<file path="src/hw/srl_defs.svh">
// register offsets, field positions, reset values and frame sizes of the lock recovery block
`ifndef SRL_DEFS_SVH
`define SRL_DEFS_SVH

// ----------------------------------------
// register indices (byte address = 4 * index)
// ----------------------------------------
`define SRL_IDX_AUTO_RESUME 16'hf604
`define SRL_IDX_LOCK_LOST 16'hf605
`define SRL_IDX_RX_RATE 16'hf606
`define SRL_IDX_TX_RATE 16'hf607
`define SRL_IDX_SIDE_CTRL 16'hf608

// ----------------------------------------
// field positions
// ----------------------------------------
`define SRL_BIT_AUTO_RESUME 0
`define SRL_BIT_LOCK_LOST 0
`define SRL_BIT_HALF_RATE 0
`define SRL_SEL_MSB 3
`define SRL_SEL_LSB 0
`define SRL_BIT_CLK_SRC 4

// ----------------------------------------
// reset values
// ----------------------------------------
`define SRL_RST_AUTO_RESUME 1'b0
`define SRL_RST_RX_HALF 1'b1
`define SRL_RST_TX_HALF 1'b1
`define SRL_RST_SEL 4'h0
`define SRL_RST_CLK_SRC 1'b0

// ----------------------------------------
// side stream frame
// ----------------------------------------
`define SRL_SLOTS 8
`define SRL_SLOT_W 32
`define SRL_FRAME_W 256
`define SRL_AUDIO_W 24
`define SRL_CNT_W 8

`endif

</file>
<file path="src/hw/srl_pkg.sv">
// types shared by the lock recovery block
package srl_pkg;
    typedef enum logic [1:0]
    {
        SRL_ST_ACQUIRE,
        SRL_ST_PLAY,
        SRL_ST_MUTED
    } srl_rx_state_t;
endpackage

</file>
<file path="src/hw/srl_half_en.sv">
// clock enable divider: every cycle at full rate, every other cycle at half rate
`timescale 1ns/1ps
`include "srl_defs.svh"
module srl_half_en
    import srl_pkg::*;
(
    input wire logic clk_sys,
    input wire logic rst,
    input wire logic half,
    output logic en
);
    logic phase_r;

    always_ff @(posedge clk_sys or posedge rst)
    begin
        if (rst)
            phase_r <= 1'b0;
        else
            phase_r <= ~phase_r;
    end

    assign en = ~half | phase_r;
endmodule

</file>
<file path="src/hw/srl_lock_recovery.sv">
// receiver lock recovery, clock rate selection and side stream output with avalon registers
//
// Our own choice: the Avalon-MM interface to the registers.
`timescale 1ns/1ps
`include "srl_defs.svh"
module srl_lock_recovery
    import srl_pkg::*;
(
    input wire logic clk_sys,
    input wire logic rst,
    input wire logic [17:0] avs_address,
    input wire logic avs_read,
    input wire logic avs_write,
    input wire logic [31:0] avs_writedata,
    input wire logic [3:0] avs_byteenable,
    output logic [31:0] avs_readdata,
    output logic avs_waitrequest,
    input wire logic rx_lock,
    input wire logic rx_sample_stb,
    input wire logic [23:0] rx_left,
    input wire logic [23:0] rx_right,
    input wire logic [3:0] rx_left_aux,
    input wire logic [3:0] rx_right_aux,
    input wire logic rx_compr_type,
    input wire logic rx_audio_type,
    input wire logic rx_block_start,
    input wire logic side_bit_en,
    output logic rx_mute,
    output logic rx_audio_stb,
    output logic [23:0] rx_audio_left,
    output logic [23:0] rx_audio_right,
    output logic receiver_clock_half_rate,
    output logic transmitter_clock_half_rate,
    output logic rx_mclk_en,
    output logic tx_mclk_en,
    output logic [3:0] serial_data_output_pin,
    output logic side_frame_sync,
    output logic side_stream_clock_source
);
    // ----------------------------------------
    // helpers
    // ----------------------------------------
    function automatic logic sel_valid(input logic [3:0] s);
        sel_valid = (s == 4'h1) || (s == 4'h2) || (s == 4'h4) || (s == 4'h8);
    endfunction

    logic ack_r;
    logic [31:0] readdata_r;
    logic [15:0] idx;
    logic wr_acc;
    logic lane0_wr;
    logic auto_resume_r;
    logic rx_half_r;
    logic tx_half_r;
    logic [3:0] side_stream_port_select_r;
    logic side_clk_src_r;
    logic lock_lost_sticky_flag_r;
    logic restart_pend_r;
    srl_rx_state_t state_r;
    srl_rx_state_t state_nxt;
    logic lost_evt;
    logic resume_evt;
    logic auto_wr1;
    logic stb_r;
    logic [23:0] left_r;
    logic [23:0] right_r;
    logic [3:0] pin_r;
    logic sync_r;
    logic ser_data;
    logic ser_sync;
    logic side_en;

    // ----------------------------------------
    // avalon slave: one wait state per access
    // ----------------------------------------
    assign idx = avs_address[17:2];
    assign avs_waitrequest = (avs_read | avs_write) & ~ack_r;
    assign wr_acc = avs_write & ack_r;
    assign lane0_wr = wr_acc & avs_byteenable[0];

    always_ff @(posedge clk_sys or posedge rst)
    begin
        if (rst)
            ack_r <= 1'b0;
        else
            ack_r <= (avs_read | avs_write) & ~ack_r;
    end

    // unmapped indices read zero, writes to them are dropped
    always_ff @(posedge clk_sys or posedge rst)
    begin
        if (rst)
            readdata_r <= 32'h0000_0000;
        else if (avs_read && !ack_r)
        begin
            case (idx)
                `SRL_IDX_AUTO_RESUME: readdata_r <= {31'h0000_0000, auto_resume_r};
                `SRL_IDX_LOCK_LOST: readdata_r <= {31'h0000_0000, lock_lost_sticky_flag_r};
                `SRL_IDX_RX_RATE: readdata_r <= {31'h0000_0000, rx_half_r};
                `SRL_IDX_TX_RATE: readdata_r <= {31'h0000_0000, tx_half_r};
                `SRL_IDX_SIDE_CTRL: readdata_r <= {27'h000_0000, side_clk_src_r, side_stream_port_select_r};
                default: readdata_r <= 32'h0000_0000;
            endcase
        end
    end

    assign avs_readdata = readdata_r;

    // ----------------------------------------
    // control registers
    // ----------------------------------------
    always_ff @(posedge clk_sys or posedge rst)
    begin
        if (rst)
        begin
            auto_resume_r <= `SRL_RST_AUTO_RESUME;
            rx_half_r <= `SRL_RST_RX_HALF;
            tx_half_r <= `SRL_RST_TX_HALF;
            side_stream_port_select_r <= `SRL_RST_SEL;
            side_clk_src_r <= `SRL_RST_CLK_SRC;
        end
        else if (lane0_wr)
        begin
            case (idx)
                `SRL_IDX_AUTO_RESUME: auto_resume_r <= avs_writedata[`SRL_BIT_AUTO_RESUME];
                `SRL_IDX_RX_RATE: rx_half_r <= avs_writedata[`SRL_BIT_HALF_RATE];
                `SRL_IDX_TX_RATE: tx_half_r <= avs_writedata[`SRL_BIT_HALF_RATE];
                `SRL_IDX_SIDE_CTRL:
                begin
                    side_stream_port_select_r <= avs_writedata[`SRL_SEL_MSB:`SRL_SEL_LSB];
                    side_clk_src_r <= avs_writedata[`SRL_BIT_CLK_SRC];
                end
                default: auto_resume_r <= auto_resume_r;
            endcase
        end
    end

    assign auto_wr1 = lane0_wr && (idx == `SRL_IDX_AUTO_RESUME) && avs_writedata[`SRL_BIT_AUTO_RESUME];

    // ----------------------------------------
    // lock tracking
    // ----------------------------------------
    always_comb
    begin
        state_nxt = state_r;
        case (state_r)
            SRL_ST_ACQUIRE:
                if (rx_lock && rx_sample_stb)
                    state_nxt = SRL_ST_PLAY;
            SRL_ST_PLAY:
                if (!rx_lock)
                    state_nxt = SRL_ST_MUTED;
            SRL_ST_MUTED:
                if (rx_lock && rx_sample_stb && (auto_resume_r || restart_pend_r))
                    state_nxt = SRL_ST_PLAY;
            default: state_nxt = SRL_ST_ACQUIRE;
        endcase
    end

    always_ff @(posedge clk_sys or posedge rst)
    begin
        if (rst)
            state_r <= SRL_ST_ACQUIRE;
        else
            state_r <= state_nxt;
    end

    assign lost_evt = (state_r == SRL_ST_PLAY) && !rx_lock;
    assign resume_evt = (state_r == SRL_ST_MUTED) && (state_nxt == SRL_ST_PLAY);

    // manual restart: a 0 to 1 write is remembered until relock
    always_ff @(posedge clk_sys or posedge rst)
    begin
        if (rst)
            restart_pend_r <= 1'b0;
        else if (auto_wr1 && !auto_resume_r && state_r == SRL_ST_MUTED)
            restart_pend_r <= 1'b1;
        else if (state_r != SRL_ST_MUTED)
            restart_pend_r <= 1'b0;
    end

    always_ff @(posedge clk_sys or posedge rst)
    begin
        if (rst)
            lock_lost_sticky_flag_r <= 1'b0;
        else if (lost_evt)
            lock_lost_sticky_flag_r <= 1'b1;
        else if (auto_wr1 || (resume_evt && auto_resume_r))
            lock_lost_sticky_flag_r <= 1'b0;
    end

    // mute rises on loss of the lock input without waiting a cycle, and clears only once the state is back in play
    assign rx_mute = (state_r != SRL_ST_PLAY) | ~rx_lock;

    always_ff @(posedge clk_sys or posedge rst)
    begin
        if (rst)
        begin
            stb_r <= 1'b0;
            left_r <= 24'h00_0000;
            right_r <= 24'h00_0000;
        end
        else
        begin
            stb_r <= rx_sample_stb && (state_nxt == SRL_ST_PLAY);
            if (rx_sample_stb && state_nxt == SRL_ST_PLAY)
            begin
                left_r <= rx_left;
                right_r <= rx_right;
            end
        end
    end

    assign rx_audio_stb = stb_r;
    assign rx_audio_left = left_r;
    assign rx_audio_right = right_r;

    // ----------------------------------------
    // core clock rates
    // ----------------------------------------
    // receiver rate
    srl_half_en u_rx_div (
        .clk_sys(clk_sys),
        .rst(rst),
        .half(rx_half_r),
        .en(rx_mclk_en)
    );

    srl_half_en u_tx_div (
        .clk_sys(clk_sys),
        .rst(rst),
        .half(tx_half_r),
        .en(tx_mclk_en)
    );

    assign receiver_clock_half_rate = rx_half_r;
    assign transmitter_clock_half_rate = tx_half_r;

    // ----------------------------------------
    // side stream
    // ----------------------------------------
    // stream runs only with a legal port chosen
    assign side_en = sel_valid(side_stream_port_select_r);

    // audio slots of samples taken while muted carry zeros so no corrupted samples leak out
    srl_tdm_ser u_ser (
        .clk_sys(clk_sys),
        .rst(rst),
        .enable(side_en),
        .bit_en(side_bit_en),
        .snap_stb(rx_sample_stb),
        .left_audio(rx_mute ? 24'h00_0000 : rx_left),
        .right_audio(rx_mute ? 24'h00_0000 : rx_right),
        .left_aux(rx_left_aux),
        .right_aux(rx_right_aux),
        .compr_type(rx_compr_type),
        .audio_type(rx_audio_type),
        .block_start(rx_block_start),
        .sdata(ser_data),
        .frame_sync(ser_sync)
    );

    // one-hot routing, anything else stays silent
    always_ff @(posedge clk_sys or posedge rst)
    begin
        if (rst)
        begin
            pin_r <= 4'h0;
            sync_r <= 1'b0;
        end
        else
        begin
            pin_r <= side_en ? (side_stream_port_select_r & {4{ser_data}}) : 4'h0;
            sync_r <= ser_sync & side_en;
        end
    end

    assign serial_data_output_pin = pin_r;
    assign side_frame_sync = sync_r;
    // clock source choice handed to the serial port
    assign side_stream_clock_source = side_clk_src_r;

    // ----------------------------------------
    // checks
    // ----------------------------------------
    AST_MUTE_ON_LOSS: assert property (@(posedge clk_sys) disable iff (rst)
        state_r == SRL_ST_PLAY && !rx_lock |-> rx_mute ##1 state_r == SRL_ST_MUTED)
        else $error("no mute on lock loss");
    AST_NO_SELF_RESUME: assert property (@(posedge clk_sys) disable iff (rst)
        state_r == SRL_ST_MUTED && !auto_resume_r && !restart_pend_r |=> state_r != SRL_ST_PLAY)
        else $error("resumed without permission");
    AST_AUTO_RESUME: assert property (@(posedge clk_sys) disable iff (rst)
        state_r == SRL_ST_MUTED && auto_resume_r && rx_lock && rx_sample_stb
        |=> state_r == SRL_ST_PLAY && !lock_lost_sticky_flag_r && rx_audio_stb)
        else $error("auto resume failed");
    AST_STICKY_SET: assert property (@(posedge clk_sys) disable iff (rst)
        lost_evt |=> lock_lost_sticky_flag_r)
        else $error("lost flag not set");
    AST_STICKY_HOLD: assert property (@(posedge clk_sys) disable iff (rst)
        lock_lost_sticky_flag_r && !auto_wr1 && !(resume_evt && auto_resume_r) |=> lock_lost_sticky_flag_r)
        else $error("lost flag dropped early");
    AST_RX_HALF: assert property (@(posedge clk_sys) disable iff (rst)
        (!rx_half_r |-> rx_mclk_en) and (rx_half_r && rx_mclk_en ##1 rx_half_r |-> !rx_mclk_en))
        else $error("receiver clock rate wrong");
    AST_TX_HALF: assert property (@(posedge clk_sys) disable iff (rst)
        (!tx_half_r |-> tx_mclk_en) and (tx_half_r && tx_mclk_en ##1 tx_half_r |-> !tx_mclk_en))
        else $error("transmitter clock rate wrong");
    AST_PORT_ROUTE: assert property (@(posedge clk_sys) disable iff (rst)
        ((pin_r & ~$past(side_stream_port_select_r)) == 4'h0)
        && !(side_frame_sync && !$past(side_en)))
        else $error("stream on unselected pin");
endmodule

</file>
<file path="src/hw/srl_tdm_ser.sv">
// eight slot side stream serializer, msb first
`timescale 1ns/1ps
`include "srl_defs.svh"
module srl_tdm_ser
    import srl_pkg::*;
(
    input wire logic clk_sys,
    input wire logic rst,
    input wire logic enable,
    input wire logic bit_en,
    input wire logic snap_stb,
    input wire logic [23:0] left_audio,
    input wire logic [23:0] right_audio,
    input wire logic [3:0] left_aux,
    input wire logic [3:0] right_aux,
    input wire logic compr_type,
    input wire logic audio_type,
    input wire logic block_start,
    output logic sdata,
    output logic frame_sync
);
    // ----------------------------------------
    // frame layout
    // ----------------------------------------
    function automatic logic [255:0] build_frame(
        input logic [23:0] l,
        input logic [23:0] r,
        input logic [3:0] la,
        input logic [3:0] ra,
        input logic ct,
        input logic at,
        input logic bs);
        build_frame = {l, 8'h00,
                       20'h0_0000, la, 8'h00,
                       22'h00_0000, ct, at, 8'h00,
                       32'h0000_0000,
                       r, 8'h00,
                       20'h0_0000, ra, 8'h00,
                       32'h0000_0000,
                       23'h00_0000, bs, 8'h00};
    endfunction

    logic [255:0] snap_r;
    logic [255:0] shift_r;
    logic [7:0] cnt_r;
    logic sdata_r;
    logic sync_r;

    // snapshot taken per sample, used at next frame start so a frame never tears
    // slot contents
    always_ff @(posedge clk_sys or posedge rst)
    begin
        if (rst)
            snap_r <= '0;
        else if (snap_stb)
            snap_r <= build_frame(left_audio, right_audio, left_aux, right_aux,
                                  compr_type, audio_type, block_start);
    end

    always_ff @(posedge clk_sys or posedge rst)
    begin
        if (rst)
        begin
            shift_r <= '0;
            cnt_r <= 8'h00;
            sdata_r <= 1'b0;
        end
        else if (!enable)
        begin
            shift_r <= '0;
            cnt_r <= 8'h00;
            sdata_r <= 1'b0;
        end
        else if (bit_en)
        begin
            cnt_r <= cnt_r + 8'h01;
            if (cnt_r == 8'h00)
            begin
                sdata_r <= snap_r[255];
                shift_r <= {snap_r[254:0], 1'b0};
            end
            else
            begin
                sdata_r <= shift_r[255];
                shift_r <= {shift_r[254:0], 1'b0};
            end
        end
    end

    always_ff @(posedge clk_sys or posedge rst)
    begin
        if (rst)
            sync_r <= 1'b0;
        else
            sync_r <= enable & bit_en & (cnt_r == 8'h00);
    end

    assign sdata = sdata_r;
    assign frame_sync = sync_r;

    // ----------------------------------------
    // checks
    // ----------------------------------------
    AST_FRAME_LEN: assert property (@(posedge clk_sys) disable iff (rst)
        sync_r |-> cnt_r == 8'h01)
        else $error("frame sync not at first bit of 256");
    AST_FRAME_ZEROS: assert property (@(posedge clk_sys) disable iff (rst)
        snap_stb |=> snap_r[231:224] == 8'h00 && snap_r[223:204] == 20'h0_0000
            && snap_r[191:170] == 22'h00_0000 && snap_r[159:128] == 32'h0000_0000
            && snap_r[31:9] == 23'h00_0000 && snap_r[7:0] == 8'h00)
        else $error("zero fields of frame not zero");
    AST_SLOT0_AUDIO: assert property (@(posedge clk_sys) disable iff (rst)
        snap_stb |=> snap_r[255:232] == $past(left_audio) && snap_r[127:104] == $past(right_audio))
        else $error("audio not in slots 0 and 4");
endmodule
</file>
<file path="config.mk">
export PLATFORM = sky130hd
export DESIGN_NAME = srl_lock_recovery
export DESIGN_NICKNAME = d
export VERILOG_FILES = /design/src/hw/srl_pkg.sv /design/src/hw/srl_half_en.sv /design/src/hw/srl_lock_recovery.sv /design/src/hw/srl_tdm_ser.sv
export VERILOG_INCLUDE_DIRS = /design/src /design/src/hw
export SDC_FILE = /design/constraint.sdc
export NUM_CORES = 1
export LEC_CHECK = 0
export BUFFER_PORTS_ARGS = -buffer_cell sky130_fd_sc_hd__buf_2
export CAP_MARGIN = 30
export CORE_UTILIZATION = 30
export DETAILED_ROUTE_END_ITERATION = 8
export GPL_TIMING_DRIVEN = 0
export PLACE_DENSITY = 0.44
export SLEW_MARGIN = 40
export SYNTH_ARGS = -nofsm -noshare
export SYNTH_HDL_FRONTEND = slang
export SYNTH_SLANG_ARGS = --single-unit
</file>
<file path="constraint.sdc">
create_clock -name clk_sys -period 14.5 [get_ports clk_sys]
set_input_delay 0.725 -clock clk_sys [delete_from_list [all_inputs] [get_ports clk_sys]]
set_output_delay 0.725 -clock clk_sys [all_outputs]
set_load 0.005 [all_outputs]
</file>
==> impl_metrics.csv <==
group,metric,value,unit
setup_path,end_kind,"primary output",
cells_and_area,layout_common_cells,"388 x dfrtp_1, 193 x a22o_1, 183 x buf_2",
cells_and_area,final_net_count,1475,
yosys,yosysUniqueCellTypes,44,
clock_tree,h-tree-depth,2,
route,initialDrtViolationCount,442,
yosys,muxShareOfSynthArea,0.0894,
cells_and_area,drive_above_1_share,0.267,
clock_tree,post_cts_resized,0,
route,dr.pass1.iters,4,
yosys,synth_top_family_by_area,"compound AO/OA/AOI/OAI gates",
yosys,yosys.area_share.simple,0.0365,
route,route.antenna.remaining_nets,0,
route,wl_per_cell,16.6,um
setup_path,cp.arrival,2.02,ns
clock_tree,cts-root-buf,"clkbuf_16",
floorplan,coreArea,50000,um^2
clock_tree,clock_sinks,390,
global_routing,track_usage,0.137,
setup_path,startpoint,"state_r[0]$_DFF_PP0_",
setup_path,crit_fanout,10,
global_routing,grt_max_degree,78,
setup_path,start_kind,"flop",
clock_tree,clk_pin_slew,0.06,ns
clock_tree,postCtsSetupBuffers,0,
yosys,syn-cell-area,15200,um^2
cells_and_area,finalNonFillerCells,2059,
min_path,hold_path.class,"in -> async",
cells_and_area,finish.utilization,0.372,
timing,fin_crit,2.74,ns
place,place.gp.congestion,0.718,
yosys,synthAdderAreaFrac,0.00165,
setup_path,required,13.78,ns
setup_path,ff2ff_path_depth,7,
timing,slew_headroom,0.502,
cells_and_area,fin_area,18600,um^2
timing,post-route-period-util,0.189,
run_status,status,"completed",
yosys,syn_inst,1123,
yosys,synthFlopType,"dfrtp_1",
global_routing,overflow,0,
place,detailed_place.area,17000,um^2
floorplan,rows,82,
global_routing,grt_pass1_vias,10000,
cells_and_area,areaGrowthSynthToFinish,22.6,%
route,wl,34.2,mm
yosys,synth_compound_area_frac,0.172,
timing,max_freq,365,MHz
yosys,ys_seq_elements,390,
floorplan,io_pins,213,
setup_path,r2r_start,"side_stream_port_select_r[2]$_DFFE_PP0P_",
clock_tree,clk_latency,0.57,ns
timing,setup_viol_count_final,0,
floorplan,dieWidth,227,um
job,maxCapViolCount,0,
setup_path,timing.rr.end,"u_ser.shift_r[169]$_DFFE_PP0P_",
cells_and_area,final_common_cell,"dfrtp_1",
yosys,synth.avg_cell_area,13.5,um^2
setup_path,rrSetupSlack,11.90,ns
timing,fin_skew,0.0150,ns
yosys,ys_async_sr_fraction,1.00,
timing,worst_pin_slew,0.746,ns
pwr,max-vdd-ir-drop,0.0783,mV
floorplan,initial_core_util,0.304,
yosys,ys_seq_area_frac,0.644,
floorplan,die_h,227,um
cells_and_area,num_antenna_cells,0,
global_routing,antenna_found_initial,2,
yosys,ys_warn_count,0,
global_routing,grt_pass1_wl,56.0,mm
floorplan,die-area,51500,um^2
setup_path,crit_type,"reg -> out",
timing,grt_setup_unrepaired,"false",
pwr,leakage,9.15,nW
yosys,synth-xor-area-share,0.00346,
setup_path,crit_end,"rx_mute",
route,drc,0,
timing,finalHoldViolCount,0,
clock_tree,numCtsBuffers,45,
pwr,powerDensity,133,nW/um^2
place,hpwl,22.6,mm
clock_tree,hold_buffers,0,
route,vias_per_cell,4.69,
place,portBuffers,152,
clock_tree,cts_buffer_depth,3,
route,via_count,9656,
timing,final-max-slew-violation-count,0,
place,post-place-cells,1978,
yosys,synth_edf_count,0,
timing,holdWs,0.197,ns
clock_tree,cts_tree,"done",
pwr,p_total,2.48,mW
logic make-up after synthesis:
logic type,count (synthesis)
flip-flops,390
AO/OA/AOI/OAI,316
buffers and inverters,170
multiplexers,127
AND/OR/NAND/NOR,111
XOR/XNOR,6
adder cells (fa/ha/maj),2
other,1
synthesized netlist by cell type, drive strengths merged (5+ instances only):
cell type / instances / share of area
o22ai: 48 / 0.020
dfrtp: 388 / 0.64
buf: 70 / 0.028
inv: 58 / 0.014
nand4: 6 / 0.0025
mux2i: 59 / 0.039
clkbuf: 42 / 0.010
nor2: 12 / 0.0030
nor2b: 6 / 0.0025
xor2: 5 / 0.0029
nor4b: 6 / 0.0039
nand2: 58 / 0.014
o21ai: 5 / 0.0016
a22o: 193 / 0.11
o2bb2ai: 58 / 0.033
mux2: 68 / 0.050
power by group:
part | switching (mW) | total [mW] | internal [mW]
Clock | 0.457 | 1.21 | 0.749
Combinational | 0.0681 | 0.134 | 0.0654
Sequential | 0.0161 | 1.14 | 1.12
Total | 0.541 | 2.48 | 1.94
state kept, by name (all words and copies together) (netlist names), 2 cells and up:
name,count
side_stream_port_select_r,4
serial_data_output_pin,4
rx_audio_left,24
u_ser.snap_r,59
rx_audio_right,24
avs_readdata,5
u_ser.shift_r,247
u_ser.cnt_r,8
state_r,2
per-layer routing:
metal	global-route usage	vias to the layer above	wire length (um)
met3	0.0303	48	1530
met4	0.0436	4	682
met1	0.194	4908	16600
met5	0	-	29
met2	0.208	150	15300
li1	-	4546	-
worst max-delay path: stages, from the launching register on:
cell	delay (ns)
dfrtp_1	0.39
nor2b_1	0.16
nand2_1	0.24
clkbuf_1	0.43
buf_2	0.21
worst min-delay path by stage:
stage	cells after the start	end	slack [ns]	from
global placement	1	u_tx_div.phase_r$_DFF_PP0_	0.39	u_tx_div.phase_r$_DFF_PP0_
CTS	2	u_ser.shift_r[161]$_DFFE_PP0P_	0.19	rst
floorplan	1	u_rx_div.phase_r$_DFF_PP0_	0.38	u_rx_div.phase_r$_DFF_PP0_
finish	2	u_ser.shift_r[168]$_DFFE_PP0P_	0.20	rst
global route	2	u_ser.shift_r[164]$_DFFE_PP0P_	0.21	rst
detailed placement	1	u_rx_div.phase_r$_DFF_PP0_	0.39	u_rx_div.phase_r$_DFF_PP0_
metrics by stage:
step	TNS [ns]	setup WS (ns)
after CTS	0	11.68
after floorplan	0	2.94
after detailed placement	0	11.78
after global placement	-722.72	-1.92
after global routing	0	11.61
final	0	11.76
cell type report:
| type | instances | area [um^2] |
|---|---|---|
| Clock buffer | 64 | 1340 |
| Fill cell | 4869 | 31400 |
| Buffer | 112 | 581 |
| Inverter | 58 | 225 |
| Timing Repair Buffer | 157 | 898 |
| Sequential cell | 390 | 9760 |
| Tap cell | 672 | 841 |
| Clock inverter | 17 | 248 |
| Multi-Input combinational cell | 589 | 4710 |
No activity file was read; power rests on OpenSTA's default activity.
